--- src/cpm_map.svh ---
`ifndef CPM_MAP_SVH
`define CPM_MAP_SVH

// register offsets
`define CPM_ADDR_CLK_SRC 8'h04
`define CPM_ADDR_SER_DIR 8'h1b
`define CPM_ADDR_SEC_ROUTE 8'h1f
`define CPM_ADDR_GPIO_FN 8'h34
`define CPM_ADDR_DOUT_FN 8'h35
`define CPM_ADDR_DIN_FN 8'h36
`define CPM_ADDR_SOUT_FN 8'h37
`define CPM_ADDR_SIN_FN 8'h38
`define CPM_ADDR_HSD_CTL 8'h43
`define CPM_ADDR_MIC_SEL 8'h51
`define CPM_ADDR_APWR 8'h02

// reset values
`define CPM_RST_ZERO 8'h00
`define CPM_RST_DOUT_FN 8'h02
`define CPM_RST_DIN_FN 8'h02

// field positions
`define CPM_PLL_SRC_HI 3
`define CPM_PLL_SRC_LO 2
`define CPM_CDC_SRC_HI 1
`define CPM_CDC_SRC_LO 0
`define CPM_BCLK_DIR_BIT 3
`define CPM_WCLK_DIR_BIT 2
`define CPM_SBCLK_SEL_HI 6
`define CPM_SBCLK_SEL_LO 5
`define CPM_SWCLK_SEL_HI 4
`define CPM_SWCLK_SEL_LO 3
`define CPM_ADCW_SEL_HI 2
`define CPM_ADCW_SEL_LO 1
`define CPM_SDIN_SEL_BIT 0
`define CPM_GPIO_FN_HI 5
`define CPM_GPIO_FN_LO 2
`define CPM_GPIO_IN_BIT 1
`define CPM_GPO_VAL_BIT 0
`define CPM_DOUT_FN_HI 3
`define CPM_DOUT_FN_LO 1
`define CPM_SOUT_FN_HI 4
`define CPM_SOUT_FN_LO 1
`define CPM_PIN2_FN_HI 2
`define CPM_PIN2_FN_LO 1
`define CPM_PIN_IN_BIT 0
`define CPM_HSD_EN_BIT 7
`define CPM_MIC_SEL_HI 5
`define CPM_MIC_SEL_LO 4

// source selector codes
`define CPM_SRC_MCLK 2'h0
`define CPM_SRC_BCLK 2'h1
`define CPM_SRC_GPIO 2'h2
`define CPM_SRC_DIN 2'h3
`define CPM_SEC_GPIO 2'h0
`define CPM_SEC_SCLK 2'h1
`define CPM_MIC_GPIO 2'h0
`define CPM_MIC_SCLK 2'h1
`define CPM_MIC_DIN 2'h2

// two-bit input pin function codes
`define CPM_PIN2_HSD 2'h0
`define CPM_PIN2_FUNC 2'h1
`define CPM_PIN2_GPI 2'h2

// gpio pin function codes
`define CPM_GFN_IN 4'h1
`define CPM_GFN_GPI 4'h2
`define CPM_GFN_GPO 4'h3
`define CPM_GFN_AUX 4'h4
`define CPM_GFN_IRQ1 4'h5
`define CPM_GFN_IRQ2 4'h6
`define CPM_GFN_ADCW 4'h7
`define CPM_GFN_SBCLK 4'h8
`define CPM_GFN_SWCLK 4'h9
`define CPM_GFN_MCLK 4'ha

// data-out pin function codes
`define CPM_DFN_SDOUT 3'h1
`define CPM_DFN_GPO 3'h2
`define CPM_DFN_AUX 3'h3
`define CPM_DFN_IRQ1 3'h4
`define CPM_DFN_IRQ2 3'h5
`define CPM_DFN_SBCLK 3'h6
`define CPM_DFN_SWCLK 3'h7

// secondary-data-out pin function codes
`define CPM_SFN_GPO 4'h2
`define CPM_SFN_AUX 4'h3
`define CPM_SFN_IRQ1 4'h4
`define CPM_SFN_IRQ2 4'h5
`define CPM_SFN_ADCW 4'h6
`define CPM_SFN_MCLK 4'h7
`define CPM_SFN_SDOUT 4'h8
`define CPM_SFN_SBCLK 4'h9
`define CPM_SFN_SWCLK 4'ha

// synchronised input vector positions
`define CPM_IN_MCLK 0
`define CPM_IN_BCLK 1
`define CPM_IN_WCLK 2
`define CPM_IN_DIN 3
`define CPM_IN_SCLK 4
`define CPM_IN_GPIO 5
`define CPM_IN_COUNT 6

`endif

--- src/cpm_pkg.sv ---
package cpm_pkg;
	typedef logic [7:0] cpm_byte_t;
	typedef logic [1:0] cpm_sel2_t;
	typedef logic [2:0] cpm_fn3_t;
	typedef logic [3:0] cpm_fn4_t;
endpackage : cpm_pkg

--- src/cpm_pin_mux.sv ---
`timescale 1ns/1ns
`include "cpm_map.svh"

module cpm_pin_mux (
	input wire logic i_clk,
	input wire logic i_rst_b,
	input wire logic i_reg_wr,
	input wire logic [7:0] i_reg_addr,
	input wire logic [7:0] i_reg_wdata,
	output logic [7:0] o_reg_rdata,
	input wire logic i_mclk_pin,
	input wire logic i_bclk_pin,
	output logic o_bclk_pin,
	output logic o_bclk_pin_oe,
	input wire logic i_wclk_pin,
	output logic o_wclk_pin,
	output logic o_wclk_pin_oe,
	input wire logic i_data_in_pin,
	output logic o_data_out_pin,
	output logic o_data_out_pin_oe,
	input wire logic i_secondary_clock_in_pin,
	output logic o_secondary_data_out_pin,
	output logic o_secondary_data_out_pin_oe,
	input wire logic i_general_io_pin,
	output logic o_general_io_pin,
	output logic o_general_io_pin_oe,
	input wire logic i_bclk_core,
	input wire logic i_wclk_core,
	input wire logic i_serial_dout,
	input wire logic i_aux_clk,
	input wire logic i_first_interrupt_out,
	input wire logic i_second_interrupt_out,
	input wire logic i_adc_wclk,
	input wire logic i_sec_bclk_out,
	input wire logic i_sec_wclk_out,
	input wire logic i_sec_dout,
	input wire logic i_digital_mic_clock,
	output logic o_pll_ref,
	output logic o_codec_clk,
	output logic o_bclk_in,
	output logic o_wclk_in,
	output logic o_serial_din,
	output logic o_sec_bclk_in,
	output logic o_sec_wclk_in,
	output logic o_adc_wclk_in,
	output logic o_sec_din,
	output logic o_digital_mic_data,
	output logic o_headset_detect,
	output logic [7:0] o_analog_power
);

	cpm_pkg::cpm_byte_t clk_source_select;
	cpm_pkg::cpm_byte_t serial_clock_direction;
	cpm_pkg::cpm_byte_t secondary_interface_routing;
	cpm_pkg::cpm_byte_t gpio_pin_function;
	cpm_pkg::cpm_byte_t data_out_pin_function;
	cpm_pkg::cpm_byte_t data_in_pin_function;
	cpm_pkg::cpm_byte_t secondary_out_pin_function;
	cpm_pkg::cpm_byte_t secondary_in_pin_function;
	cpm_pkg::cpm_byte_t headset_detect_control;
	cpm_pkg::cpm_byte_t mic_input_select;
	cpm_pkg::cpm_byte_t analog_power_enable;

	logic [`CPM_IN_COUNT-1:0] pin_raw;
	logic [`CPM_IN_COUNT-1:0] pin_meta;
	logic [`CPM_IN_COUNT-1:0] pin_sync;

	// two-stage synchroniser per pin input
	assign pin_raw = {i_general_io_pin, i_secondary_clock_in_pin, i_data_in_pin,
		i_wclk_pin, i_bclk_pin, i_mclk_pin};

	genvar gi;
	generate
		for (gi = 0; gi < `CPM_IN_COUNT; gi = gi + 1) begin : g_sync
			always_ff @(posedge i_clk or negedge i_rst_b) begin
				if (!i_rst_b) begin
					pin_meta[gi] <= 1'b0;
					pin_sync[gi] <= 1'b0;
				end else begin
					pin_meta[gi] <= pin_raw[gi];
					pin_sync[gi] <= pin_meta[gi];
				end
			end
		end
	endgenerate

	// field views
	cpm_pkg::cpm_sel2_t pll_sel;
	cpm_pkg::cpm_sel2_t cdc_sel;
	cpm_pkg::cpm_sel2_t sbclk_sel;
	cpm_pkg::cpm_sel2_t swclk_sel;
	cpm_pkg::cpm_sel2_t adcw_sel;
	cpm_pkg::cpm_sel2_t mic_sel;
	cpm_pkg::cpm_sel2_t din_fn;
	cpm_pkg::cpm_sel2_t sin_fn;
	cpm_pkg::cpm_fn4_t gpio_fn;
	cpm_pkg::cpm_fn3_t dout_fn;
	cpm_pkg::cpm_fn4_t sout_fn;

	assign pll_sel = clk_source_select[`CPM_PLL_SRC_HI:`CPM_PLL_SRC_LO];
	assign cdc_sel = clk_source_select[`CPM_CDC_SRC_HI:`CPM_CDC_SRC_LO];
	assign sbclk_sel = secondary_interface_routing[`CPM_SBCLK_SEL_HI:`CPM_SBCLK_SEL_LO];
	assign swclk_sel = secondary_interface_routing[`CPM_SWCLK_SEL_HI:`CPM_SWCLK_SEL_LO];
	assign adcw_sel = secondary_interface_routing[`CPM_ADCW_SEL_HI:`CPM_ADCW_SEL_LO];
	assign mic_sel = mic_input_select[`CPM_MIC_SEL_HI:`CPM_MIC_SEL_LO];
	assign din_fn = data_in_pin_function[`CPM_PIN2_FN_HI:`CPM_PIN2_FN_LO];
	assign sin_fn = secondary_in_pin_function[`CPM_PIN2_FN_HI:`CPM_PIN2_FN_LO];
	assign gpio_fn = gpio_pin_function[`CPM_GPIO_FN_HI:`CPM_GPIO_FN_LO];
	assign dout_fn = data_out_pin_function[`CPM_DOUT_FN_HI:`CPM_DOUT_FN_LO];
	assign sout_fn = secondary_out_pin_function[`CPM_SOUT_FN_HI:`CPM_SOUT_FN_LO];

	// pin levels that reach internal selectors only when the pin is set as input
	logic gpio_func_in;
	logic din_func_in;
	logic sclk_func_in;
	assign gpio_func_in = (gpio_fn == `CPM_GFN_IN) & pin_sync[`CPM_IN_GPIO];
	assign din_func_in = (din_fn == `CPM_PIN2_FUNC) & pin_sync[`CPM_IN_DIN];
	assign sclk_func_in = (sin_fn == `CPM_PIN2_FUNC) & pin_sync[`CPM_IN_SCLK];

	// register writes
	always_ff @(posedge i_clk or negedge i_rst_b) begin
		if (!i_rst_b) begin
			clk_source_select <= `CPM_RST_ZERO;
			serial_clock_direction <= `CPM_RST_ZERO;
			secondary_interface_routing <= `CPM_RST_ZERO;
			gpio_pin_function <= `CPM_RST_ZERO;
			data_out_pin_function <= `CPM_RST_DOUT_FN;
			data_in_pin_function <= `CPM_RST_DIN_FN;
			secondary_out_pin_function <= `CPM_RST_ZERO;
			secondary_in_pin_function <= `CPM_RST_ZERO;
			headset_detect_control <= `CPM_RST_ZERO;
			mic_input_select <= `CPM_RST_ZERO;
			analog_power_enable <= `CPM_RST_ZERO;
		end else if (i_reg_wr) begin
			case (i_reg_addr)
				`CPM_ADDR_CLK_SRC: clk_source_select <= i_reg_wdata;
				`CPM_ADDR_SER_DIR: serial_clock_direction <= i_reg_wdata;
				`CPM_ADDR_SEC_ROUTE: secondary_interface_routing <= i_reg_wdata;
				`CPM_ADDR_GPIO_FN: gpio_pin_function <= i_reg_wdata;
				`CPM_ADDR_DOUT_FN: data_out_pin_function <= i_reg_wdata;
				`CPM_ADDR_DIN_FN: data_in_pin_function <= i_reg_wdata;
				`CPM_ADDR_SOUT_FN: secondary_out_pin_function <= i_reg_wdata;
				`CPM_ADDR_SIN_FN: secondary_in_pin_function <= i_reg_wdata;
				`CPM_ADDR_HSD_CTL: headset_detect_control <= i_reg_wdata;
				`CPM_ADDR_MIC_SEL: mic_input_select <= i_reg_wdata;
				`CPM_ADDR_APWR: analog_power_enable <= i_reg_wdata;
				default: ;
			endcase
		end
	end

	// register read, general inputs appear in their function registers
	cpm_pkg::cpm_byte_t next_rdata;
	always_comb begin
		next_rdata = `CPM_RST_ZERO;
		case (i_reg_addr)
			`CPM_ADDR_CLK_SRC: next_rdata = clk_source_select;
			`CPM_ADDR_SER_DIR: next_rdata = serial_clock_direction;
			`CPM_ADDR_SEC_ROUTE: next_rdata = secondary_interface_routing;
			`CPM_ADDR_GPIO_FN: begin
				next_rdata = gpio_pin_function;
				next_rdata[`CPM_GPIO_IN_BIT] = (gpio_fn == `CPM_GFN_GPI)
					& pin_sync[`CPM_IN_GPIO];
			end
			`CPM_ADDR_DOUT_FN: next_rdata = data_out_pin_function;
			`CPM_ADDR_DIN_FN: begin
				next_rdata = data_in_pin_function;
				next_rdata[`CPM_PIN_IN_BIT] = (din_fn == `CPM_PIN2_GPI)
					& pin_sync[`CPM_IN_DIN];
			end
			`CPM_ADDR_SOUT_FN: next_rdata = secondary_out_pin_function;
			`CPM_ADDR_SIN_FN: begin
				next_rdata = secondary_in_pin_function;
				next_rdata[`CPM_PIN_IN_BIT] = (sin_fn == `CPM_PIN2_GPI)
					& pin_sync[`CPM_IN_SCLK];
			end
			`CPM_ADDR_HSD_CTL: next_rdata = headset_detect_control;
			`CPM_ADDR_MIC_SEL: next_rdata = mic_input_select;
			`CPM_ADDR_APWR: next_rdata = analog_power_enable;
			default: next_rdata = `CPM_RST_ZERO;
		endcase
	end

	always_ff @(posedge i_clk or negedge i_rst_b) begin
		if (!i_rst_b) begin
			o_reg_rdata <= `CPM_RST_ZERO;
			o_analog_power <= `CPM_RST_ZERO;
		end else begin
			o_reg_rdata <= next_rdata;
			o_analog_power <= analog_power_enable;
		end
	end

	// clock source selectors, independent so one pin can feed both
	logic next_pll_ref;
	logic next_codec_clk;
	always_comb begin
		case (pll_sel)
			`CPM_SRC_MCLK: next_pll_ref = pin_sync[`CPM_IN_MCLK];
			`CPM_SRC_BCLK: next_pll_ref = pin_sync[`CPM_IN_BCLK];
			`CPM_SRC_GPIO: next_pll_ref = gpio_func_in;
			default: next_pll_ref = din_func_in;
		endcase
		case (cdc_sel)
			`CPM_SRC_MCLK: next_codec_clk = pin_sync[`CPM_IN_MCLK];
			`CPM_SRC_BCLK: next_codec_clk = pin_sync[`CPM_IN_BCLK];
			`CPM_SRC_GPIO: next_codec_clk = gpio_func_in;
			default: next_codec_clk = 1'b0;
		endcase
	end

	// secondary, adc word clock and mic data selectors
	logic next_sec_bclk;
	logic next_sec_wclk;
	logic next_adc_wclk;
	logic next_sec_din;
	logic next_mic_data;
	always_comb begin
		next_sec_bclk = (sbclk_sel == `CPM_SEC_SCLK) ? sclk_func_in
			: (sbclk_sel == `CPM_SEC_GPIO) ? gpio_func_in : 1'b0;
		next_sec_wclk = (swclk_sel == `CPM_SEC_SCLK) ? sclk_func_in
			: (swclk_sel == `CPM_SEC_GPIO) ? gpio_func_in : 1'b0;
		next_adc_wclk = (adcw_sel == `CPM_SEC_SCLK) ? sclk_func_in
			: (adcw_sel == `CPM_SEC_GPIO) ? gpio_func_in : 1'b0;
		next_sec_din = secondary_interface_routing[`CPM_SDIN_SEL_BIT]
			? sclk_func_in : gpio_func_in;
		case (mic_sel)
			`CPM_MIC_DIN: next_mic_data = din_func_in;
			`CPM_MIC_SCLK: next_mic_data = sclk_func_in;
			`CPM_MIC_GPIO: next_mic_data = gpio_func_in;
			default: next_mic_data = 1'b0;
		endcase
	end

	always_ff @(posedge i_clk or negedge i_rst_b) begin
		if (!i_rst_b) begin
			o_pll_ref <= 1'b0;
			o_codec_clk <= 1'b0;
			o_sec_bclk_in <= 1'b0;
			o_sec_wclk_in <= 1'b0;
			o_adc_wclk_in <= 1'b0;
			o_sec_din <= 1'b0;
			o_digital_mic_data <= 1'b0;
			o_serial_din <= 1'b0;
			o_headset_detect <= 1'b0;
		end else begin
			o_pll_ref <= next_pll_ref;
			o_codec_clk <= next_codec_clk;
			o_sec_bclk_in <= next_sec_bclk;
			o_sec_wclk_in <= next_sec_wclk;
			o_adc_wclk_in <= next_adc_wclk;
			o_sec_din <= next_sec_din;
			o_digital_mic_data <= next_mic_data;
			o_serial_din <= din_func_in;
			o_headset_detect <= (sin_fn == `CPM_PIN2_HSD)
				& headset_detect_control[`CPM_HSD_EN_BIT]
				& pin_sync[`CPM_IN_SCLK];
		end
	end

	// primary serial clock pins
	always_ff @(posedge i_clk or negedge i_rst_b) begin
		if (!i_rst_b) begin
			o_bclk_pin <= 1'b0;
			o_bclk_pin_oe <= 1'b0;
			o_bclk_in <= 1'b0;
			o_wclk_pin <= 1'b0;
			o_wclk_pin_oe <= 1'b0;
			o_wclk_in <= 1'b0;
		end else begin
			o_bclk_pin_oe <= serial_clock_direction[`CPM_BCLK_DIR_BIT];
			o_bclk_pin <= i_bclk_core;
			o_bclk_in <= serial_clock_direction[`CPM_BCLK_DIR_BIT]
				? i_bclk_core : pin_sync[`CPM_IN_BCLK];
			o_wclk_pin_oe <= serial_clock_direction[`CPM_WCLK_DIR_BIT];
			o_wclk_pin <= i_wclk_core;
			o_wclk_in <= serial_clock_direction[`CPM_WCLK_DIR_BIT]
				? i_wclk_core : pin_sync[`CPM_IN_WCLK];
		end
	end

	// output pin drivers
	logic next_gpio;
	logic next_gpio_oe;
	logic next_dout;
	logic next_dout_oe;
	logic next_sout;
	logic next_sout_oe;
	always_comb begin
		next_gpio_oe = 1'b1;
		// one code per pin, so gpo and irq1 are exclusive
		case (gpio_fn)
			`CPM_GFN_GPO: next_gpio = gpio_pin_function[`CPM_GPO_VAL_BIT];
			`CPM_GFN_AUX: next_gpio = i_aux_clk;
			`CPM_GFN_IRQ1: next_gpio = i_first_interrupt_out;
			`CPM_GFN_IRQ2: next_gpio = i_second_interrupt_out;
			`CPM_GFN_ADCW: next_gpio = i_adc_wclk;
			`CPM_GFN_SBCLK: next_gpio = i_sec_bclk_out;
			`CPM_GFN_SWCLK: next_gpio = i_sec_wclk_out;
			`CPM_GFN_MCLK: next_gpio = i_digital_mic_clock;
			default: begin
				next_gpio = 1'b0;
				next_gpio_oe = 1'b0;
			end
		endcase
		next_dout_oe = 1'b1;
		case (dout_fn)
			`CPM_DFN_SDOUT: next_dout = i_serial_dout;
			`CPM_DFN_GPO: next_dout = data_out_pin_function[`CPM_GPO_VAL_BIT];
			`CPM_DFN_AUX: next_dout = i_aux_clk;
			`CPM_DFN_IRQ1: next_dout = i_first_interrupt_out;
			`CPM_DFN_IRQ2: next_dout = i_second_interrupt_out;
			`CPM_DFN_SBCLK: next_dout = i_sec_bclk_out;
			`CPM_DFN_SWCLK: next_dout = i_sec_wclk_out;
			default: begin
				next_dout = 1'b0;
				next_dout_oe = 1'b0;
			end
		endcase
		next_sout_oe = 1'b1;
		case (sout_fn)
			`CPM_SFN_GPO: next_sout = secondary_out_pin_function[`CPM_GPO_VAL_BIT];
			`CPM_SFN_AUX: next_sout = i_aux_clk;
			`CPM_SFN_IRQ1: next_sout = i_first_interrupt_out;
			`CPM_SFN_IRQ2: next_sout = i_second_interrupt_out;
			`CPM_SFN_ADCW: next_sout = i_adc_wclk;
			`CPM_SFN_MCLK: next_sout = i_digital_mic_clock;
			`CPM_SFN_SDOUT: next_sout = i_sec_dout;
			`CPM_SFN_SBCLK: next_sout = i_sec_bclk_out;
			`CPM_SFN_SWCLK: next_sout = i_sec_wclk_out;
			default: begin
				next_sout = 1'b0;
				next_sout_oe = 1'b0;
			end
		endcase
	end

	always_ff @(posedge i_clk or negedge i_rst_b) begin
		if (!i_rst_b) begin
			o_general_io_pin <= 1'b0;
			o_general_io_pin_oe <= 1'b0;
			o_data_out_pin <= 1'b0;
			o_data_out_pin_oe <= 1'b0;
			o_secondary_data_out_pin <= 1'b0;
			o_secondary_data_out_pin_oe <= 1'b0;
		end else begin
			o_general_io_pin <= next_gpio;
			o_general_io_pin_oe <= next_gpio_oe;
			o_data_out_pin <= next_dout;
			o_data_out_pin_oe <= next_dout_oe;
			o_secondary_data_out_pin <= next_sout;
			o_secondary_data_out_pin_oe <= next_sout_oe;
		end
	end

endmodule : cpm_pin_mux

--- config.mk ---
export PLATFORM = sky130hd
export DESIGN_NAME = cpm_pin_mux
export DESIGN_NICKNAME = d
export VERILOG_FILES = /design/src/cpm_pkg.sv /design/src/cpm_pin_mux.sv
export VERILOG_INCLUDE_DIRS = /design/src
export SDC_FILE = /design/constraint.sdc
export NUM_CORES = 1
export LEC_CHECK = 0
export BUFFER_PORTS_ARGS = -buffer_cell sky130_fd_sc_hd__buf_2
export CORE_MARGIN = 10
export CORE_UTILIZATION = 50
export CTS_CLUSTER_DIAMETER = 100
export CTS_CLUSTER_SIZE = 30
export DETAILED_ROUTE_END_ITERATION = 8
export PLACE_DENSITY = 0.7
export SYNTH_ARGS = -nofsm -noshare
export SYNTH_HDL_FRONTEND = slang
export SYNTH_SLANG_ARGS = --single-unit
--- constraint.sdc ---
create_clock -name i_clk -period 2.95 [get_ports i_clk]
set_input_delay 0.885 -clock i_clk [delete_from_list [all_inputs] [get_ports i_clk]]
set_output_delay 0.885 -clock i_clk [all_outputs]
set_load 0.005 [all_outputs]
==> results of run 1 <==
==> final timing paths <==
check | startpoint | endpoint | slack [ps] | cells after the start
max reg2reg | gpio_pin_function[5]$_DFFE_PN0P_ | o_pll_ref$_DFF_PN0_ | 950 | 3
min reg2reg | pin_meta[4]$_DFF_PN0_ | pin_sync[4]$_DFF_PN0_ | 350 | 0
min in group asynchronous | i_rst_b | data_in_pin_function[6]$_DFFE_PN0P_ | 410 | 1
min | pin_meta[4]$_DFF_PN0_ | pin_sync[4]$_DFF_PN0_ | 350 | 0
max in group asynchronous | i_rst_b | data_out_pin_function[1]$_DFFE_PN1P_ | 1820 | 2
max | i_reg_addr[1] | mic_input_select[4]$_DFFE_PN0P_ | 670 | 4
==> cell usage after synthesis (all sizes together), types with 5 or more instances <==
cell,instances,area [µm²]
inv,7,26.3
nor4,5,31.3
dfrtp,132,3300
a22oi,8,60.1
buf,13,77.6
nor2b,7,43.8
clkbuf,14,62.6
nand2,19,76.3
nor3,7,46.3
mux4,7,158
nand3,9,82.6
a21oi,6,30.0
o21ai,8,40.0
nand3b,8,60.1
nor2,12,55.1
mux2,96,1110
a22o,7,61.3
mux2i,12,120
==> cells by family after synthesis <==
logic type             after synthesis  share of synthesized area
AND/OR/NAND/NOR                     95                      0.107
XOR/XNOR                             1                    0.00148
multiplexers                       115                      0.235
AO/OA/AOI/OAI                       49                     0.0613
flip-flops                         134                      0.567
buffers and inverters               34                     0.0281
==> routing by layer <==
metal / vias to the layer above / GRT usage
li1: 1750 / -
met1: 2020 / 0.237
met2: 165 / 0.291
met3: 24 / 0.0579
met4: 0 / 0.0836
met5: - / 0
==> final cells by class <==
cell class	instances	share of cell area
Sequential cell	134	0.476
Clock inverter	13	0.0257
Multi-Input combinational cell	260	0.340
Inverter	7	0.00373
Tap cell	143	0.0254
Clock buffer	18	0.0609
Timing Repair Buffer	86	0.0687
==> power groups by stage <==
stage               sequential [mW]  combinational, mW  clock (mW)
finish                         1.99              0.295        2.18
global route                   2.00              0.327        2.29
CTS                            1.99              0.300        2.21
detailed placement             2.02              0.299           0
global placement               2.01              0.290           0
floorplan                      2.00              0.163           0
==> through the flow <==
| step | utilization | hold slack, ps |
|---|---|---|
| 2_1_floorplan | - | 331 |
| 3_3_place_gp | 0.559 | 334 |
| 3_5_place_dp | 0.559 | 336 |
| 4_1_cts | 0.612 | 349 |
| 5_1_grt | 0.612 | 352 |
| 6_report | 0.612 | 347 |
==> worst reg2reg max path, cell delays in order (launching register included) <==
cell	delay, ps
dfrtp_1	450
or3b_2	520
nor2b_1	580
mux4_2	390
==> impl_results.md, run 1 <==
* Outcome: complete, no violations
* Synth cell types at 60
* Total CTS buffers at 17
* Slew Limit Fails at 0
* WP buf/inv at 1
* Slew of the pin with the lowest slew margin at 917 ps
* Pin count of the biggest net entering global routing at between 50 and 60
* Post-layout instance area at ~7000 µm²
* Clk root buf: clkbuf_16
* Post-route ant nets at 0
* Area of the mapped netlist at 5920 µm²
* Max-cap violations at 0
* Fillers at 915
* Final WL at about 15000 µm
* Mapped Nets at about 460
* Critical Path RT at between 3000 and 4000 ps
* Commonest non-fill, non-tap cell in the layout: dfrtp_1
* Port Buffers at a little over 70
* Switching pwr at around 990 µW
* Area post-placement at around 6400 µm²
* M1 WL at a little over 6000 µm
* EDFF count, synth at 0
* Unrepaired setup endpoints after global routing: false
* Power share of the clock group at 0.489
* Gate power share at 0.066
* Placer Congestion at a little over 0.9
* Slack of the critical path at between 600 and 700 ps
* Antenna Cells at 0
* Yosys reg bits at roughly 130
* Crit path time final at 2280 ps
* Initial DRT Pass Iterations at 5
* Setup CP Type: in2reg
* Peak supply drop at about 0.38 mV
* Sequential area share after synthesis at 0.567
* DRC viols at 0
* Internal cell power at 3.46 mW
* Endpoint type of the worst setup path: flip-flop
* Final Hold Vio Count at 0
* Clock Latency Late Sink at about 420 ps
* Maximum clock insertion buffer count at 2
* Predominant post-synthesis flop cell: dfrtp_1
* Detailed Route Iter0 Violations at 292
* Overall Global Routing Usage at 0.187
* Clk slew on worst S/H paths at 60 ps
* Crit share post-route at 0.774
* Register area at between 3000 and 4000 µm²
* CP startpoint kind: input pin
* Critical-path top delay cell: nor2b_1
* Cells after synthesis at approximately 430
* Placed cells at 630
* Die Y at 129 µm
* CP delay by family, top: simple AND/OR/NAND/NOR gates
* YS warnings at 0
* Die X at 129 µm
* Critical path, cell by cell: buf_2 > nor2b_1 > nand3_4 > mux2_4
* Cell Pwr Density at roughly 630 nW/µm²
* Hold_buf cts at 0
* Min-delay worst type: reg2reg
* First-pass GRT wire length at 23700 µm
* Ratio of cells with drive above 1 in the final layout at 0.450
* Setup_tns at 0 ps
* Final HPWL DP at around 10000 µm
* Number of global-route vias before repair at around 4.2k
* Area Overhead vs Synth at 19.2%
* Final nets at 542
* DR WL met3 at between 1000 and 1500 µm
* Vias per cell at 5.99
* Critical-path maximum fanout at 22
* Num rows at 39
* CTS H-tree depth at 4
* WL/cell at between 20 and 25 µm
* Final global-route overflow total at 0
* CTS resizes at 0
* Non-Filler Instances at 661
* Die area at approximately 17000 µm²
* Top sig layer: met4
* Core area at roughly 12000 µm²
* Top Ports at 73
* Leak at around 3.5 nW
* Most frequent cells in the layout: dfrtp_1 (132), mux2_2 (86), buf_2 (71), nand2_1 (17), clkbuf_16 (17)
* Fmax at approximately 0.44 GHz
* Final Setup Violations at 0
* Initial Utilization at 0.514
* Metal2 WL at approximately 7000 µm
* Critical Path AT at between 2000 and 3000 ps
* Post-route clock skew at ~12 ps
* Vias after detailed routing at 3959
* CTS Sinks at 134
* CTS tree: done
* Area taken by multi-input logic gates at between 2000 and 2500 µm²
* Worst stage delay on the critical path at roughly 770 ps
* Postcts setup bufs at 0
* Synthesized area per cell at approximately 14 µm²
* Register share of total power at 0.445
* Tot Pwr at between 4 and 5 mW
* Relative slew slack at 0.387
* Pre-CTS WS at roughly 220 ps
* FFs w/ async S/R, synth at 1.00
* Switching fraction of total power at 0.223
* Initial antenna violation count at 0
Power figures use the tool's default switching activity.
==> run 2: changes to the inputs <==
PLACE_DENSITY = 0.73   (was 0.7)
clock period = 2.1 ns   (was 2.95 ns; I/O delays follow)
==> impl_results.md, run 2 (synthesis results as in run 1) <==
* Fillers at approximately 850
* Outcome: complete, no violations
* Min-delay worst type: in2async
* Initial DRT Pass Iterations at 4
* Final WL at between 15000 and 20000 µm
* CTS Sinks at 134
* Setup CP Type: in2reg
* Most frequent cells in the layout: dfrtp_1 (132), mux2_2 (86), buf_2 (71), buf_4 (42)
* CTS H-tree depth at 4
* CTS tree: done
* Slew Limit Fails at 0
* Num rows at 39
* Critical-path maximum fanout at 8
* Commonest non-fill, non-tap cell in the layout: dfrtp_1
* First-pass GRT wire length at between 20000 and 25000 µm
* Crit path time final at between 1500 and 2000 ps
* Top Ports at 73
* Max-cap violations at 0
* Detailed Route Iter0 Violations at 320
* Area Overhead vs Synth at 25.0%
* Critical Path RT at about 2400 ps
* Postcts setup bufs at 0
* Fmax at between 0.5 and 0.6 GHz
* Maximum clock insertion buffer count at 2
* Final nets at around 580
* Critical path, cell by cell: buf_2 > or4_4 > nor2_4 > and4_1 > buf_4 > mux2_2
* Antenna Cells at 0
* Register area at between 3000 and 4000 µm²
* WP buf/inv at 2
* Critical-path top delay cell: or4_4
* Cell Pwr Density at slightly below 900 nW/µm²
* CTS resizes at 0
* Worst stage delay on the critical path at between 500 and 600 ps
* Final global-route overflow total at 0
* Peak supply drop at about 0.67 mV
* Final Hold Vio Count at 0
* CP delay by family, top: simple AND/OR/NAND/NOR gates
* Clock Latency Late Sink at 420 ps
* WL/cell at around 22 µm
* Area taken by multi-input logic gates at 2390 µm²
* Leak at 3.67 nW
* CP startpoint kind: input pin
* Hold_buf cts at 0
* Endpoint type of the worst setup path: flip-flop
* Ratio of cells with drive above 1 in the final layout at 0.486
* Relative slew slack at 0.608
* Overall Global Routing Usage at 0.194
* Final HPWL DP at approximately 11000 µm
* Die X at ~130 µm
* Clk root buf: clkbuf_16
* Die area at ~17000 µm²
* Slew of the pin with the lowest slew margin at 587 ps
* Vias per cell at ~5.8
* Unrepaired setup endpoints after global routing: false
* Placer Congestion at approximately 0.88
* Clk slew on worst S/H paths at 50 ps
* Post-route clock skew at about 8.7 ps
* Total CTS buffers at 17
* Number of global-route vias before repair at around 4.3k
* Final Setup Violations at 0
* Final core occ at 0.642
* Die Y at around 130 µm
* Port Buffers at 72
* Initial antenna violation count at 0
* Tot Pwr at 6.43 mW
* Crit share post-route at 0.882
* Critical Path AT at between 2000 and 2500 ps
* Vias after detailed routing at around 4.1k
* Post-route ant nets at 0
* Core area at around 12000 µm²
* Initial Utilization at 0.514
* DRC viols at 0
* Pin count of the biggest net entering global routing at 53
run 2: final cells by class:
type / count / area share
sequential: 134 / 0.454
multi-input combinational: 260 / 0.324
timing repair buffer: 120 / 0.108
clock buffer: 20 / 0.0631
tap: 143 / 0.0242
clock inverter: 12 / 0.0235
inverter: 7 / 0.00355
run 2: worst paths after layout:
check                           cells past startpoint  slack (ps)                        startpoint                                     to
worst max-delay path                                6         250                     i_reg_addr[5]  headset_detect_control[0]$_DFFE_PN0P_
worst min-delay path                                1         180                           i_rst_b    data_in_pin_function[6]$_DFFE_PN0P_
worst max register to register                      5         340  gpio_pin_function[5]$_DFFE_PN0P_           o_digital_mic_data$_DFF_PN0_
worst min register to register                      0         350             pin_meta[2]$_DFF_PN0_                  pin_sync[2]$_DFF_PN0_
max in group asynchronous                           2        1360                           i_rst_b                  pin_meta[2]$_DFF_PN0_
min in group i_clk                                  1         310                        i_mclk_pin                  pin_meta[0]$_DFF_PN0_
run 2: layer usage:
metal | part of all wire | routed length, µm | GRT usage | vias to the layer above
li1 | - | - | - | 1823
met1 | 0.43 | 6590 | 0.248 | 2094
met2 | 0.51 | 7830 | 0.315 | 120
met3 | 0.056 | 865 | 0.0505 | 21
met4 | 0.013 | 196 | 0.0682 | 0
met5 | 0 | 0 | 0 | -
run 2: report_power, final:
group          switching [mW]  internal (mW)
clock                    1.09           2.08
sequential             0.0810           2.71
combinational           0.243          0.226
total                    1.42           5.01
run 2: stage by stage:
step	std cells	hold slack (ps)	cell area (µm²)	TNS (ps)	setup slack, ps
detailed placement	664	336	6760	-7440	-173
finish	696	181	7400	0	247
global placement	664	331	6760	-6030	-144
floorplan	428	331	5920	0	55.2
CTS	696	189	7400	0	266
global route	696	203	7400	0	192
==> run 3: changes to the inputs <==
CORE_MARGIN = 2   (was 10)
REMOVE_ABC_BUFFERS = 1   (was default)
==> impl_results.md, run 3 (synthesis results as in run 1) <==
* Worst stage delay on the critical path at roughly 340 ps
* Peak supply drop at just over 0.7 mV
* Worst Setup SP: i_reg_addr[7]
* Area post-placement at 6790 µm²
* CTS resizes at 0
* Detailed Route Iter0 Violations at 286
* Initial Utilization at 0.516
* Critical Path RT at 2400 ps
* Setup_tns at 0 ps
* Post-route ant nets at 0
* DR WL met3 at just under 800 µm
* Crit path time final at between 1500 and 2000 ps
* Clk root buf: clkbuf_16
* Slack of the critical path at between 200 and 300 ps
* Metal2 WL at around 6800 µm
* Unrepaired setup endpoints after global routing: false
* Die X at between 100 and 150 µm
* Worst hold margin at ~190 ps
* Critical Path AT at approximately 2100 ps
* Setup CP Type: in2reg
* Critical-path top delay cell: mux2_2
* Slew Limit Fails at 0
* Leak at between 3 and 4 nW
* Min-delay worst type: in2async
* Slew of the pin with the lowest slew margin at approximately 560 ps
* DRC viols at 0
* CTS H-tree depth at 4
* Final Setup Violations at 0
* Maximum clock insertion buffer count at 2
* Core area at between 10000 and 15000 µm²
* Port Buffers at approximately 70
* Initial antenna violation count at 0
* Overall Global Routing Usage at 0.250
* Crit share post-route at 0.869
* Commonest non-fill, non-tap cell in the layout: dfrtp_1
* Die area at approximately 13000 µm²
* CTS tree: done
* Ratio of cells with drive above 1 in the final layout at 0.490
* Post-layout instance area at 7360 µm²
* Final core occ at 0.642
* Cell Pwr Density at between 800 and 900 nW/µm²
* Top Ports at 73
* Vias per cell at a little under 6
* Pin count of the biggest net entering global routing at 58
* CTS Sinks at around 130
* Antenna Cells at 0
* Max-cap violations at 0
* Vias after detailed routing at around 4k
* M1 WL at between 6000 and 7000 µm
* Clock Latency Late Sink at 420 ps
* Fmax at ~0.55 GHz
* Most frequent cells in the layout: dfrtp_1 (132), mux2_2 (86), buf_2 (71), buf_4 (49)
* Clk slew on worst S/H paths at about 60 ps
* Critical-path maximum fanout at 7
* Final global-route overflow total at 0
* Final WL at 14500 µm
* Area Overhead vs Synth at 24.4%
* Num rows at 39
* Final HPWL DP at around 10000 µm
* Number of global-route vias before repair at 4282
* Outcome: complete, no violations
* Relative slew slack at 0.623
* Die Y at roughly 110 µm
* Final Hold Vio Count at 0
* Critical path, cell by cell: buf_2 > nor4b_1 > buf_4 > and3_1 > buf_12 > nand4b_4 > mux2_2
* Final nets at 582
* Endpoint type of the worst setup path: flip-flop
* Worst r2r src: gpio_pin_function[4]$_DFFE_PN0P_
* CP startpoint kind: input pin
* Initial DRT Pass Iterations at 6
* Postcts setup bufs at 0
* Hold_buf cts at 0
* Pre-CTS WS at -156 ps
* First-pass GRT wire length at around 24000 µm
* Post-route clock skew at 11.0 ps
* Total CTS buffers at 17
* Top sig layer: met4
* Placer Congestion at 0.913
* WL/cell at just over 20 µm
## run 3: area by class of cell
type / instances / area [µm²]
multi-input combinational: 260 / 2390
timing repair buffer: 126 / 835
clock inverter: 14 / 141
sequential: 134 / 3360
clock buffer: 18 / 429
fill: 871 / 4110
inverter: 7 / 26.3
tap: 143 / 179
## run 3: final timing paths
kind | end | depth (start not counted) | slack (ps)
worst min register to register | pin_sync[1]$_DFF_PN0_ | 0 | 350
worst max-delay path | data_in_pin_function[4]$_DFFE_PN0P_ | 7 | 270
max in group asynchronous | o_wclk_pin$_DFF_PN0_ | 2 | 1330
min in group i_clk | pin_meta[5]$_DFF_PN0_ | 1 | 310
worst min-delay path | secondary_out_pin_function[7]$_DFFE_PN0P_ | 1 | 190
worst max register to register | o_pll_ref$_DFF_PN0_ | 4 | 330
## run 3: routing by layer
layer / vias up / track usage
met4: 0 / 0.107
met3: 24 / 0.0552
met2: 139 / 0.382
met5: - / 0
met1: 2079 / 0.350
li1: 1825 / -
## run 3: worst max-delay path, delay by kind of cell
| family | cells | cell delay, ps |
|---|---|---|
| buffers and inverters | 3 | 450 |
| muxes | 1 | 340 |
| and+or+nand+nor | 3 | 710 |
## run 3: power by group
| group | switching, mW | internal (mW) | leakage, nW |
|---|---|---|---|
| registers | 0.0827 | 2.70 | 1.80 |
| logic | 0.236 | 0.226 | 1.57 |
| clock network | 1.18 | 1.66 | 0.267 |
## run 3: per-stage QoR
step	instances	total power, mW
after floorplan	401	2.99
after global placement	670	3.28
after detailed placement	670	3.29
after CTS	702	6.15
after global routing	702	6.32
final	702	6.09
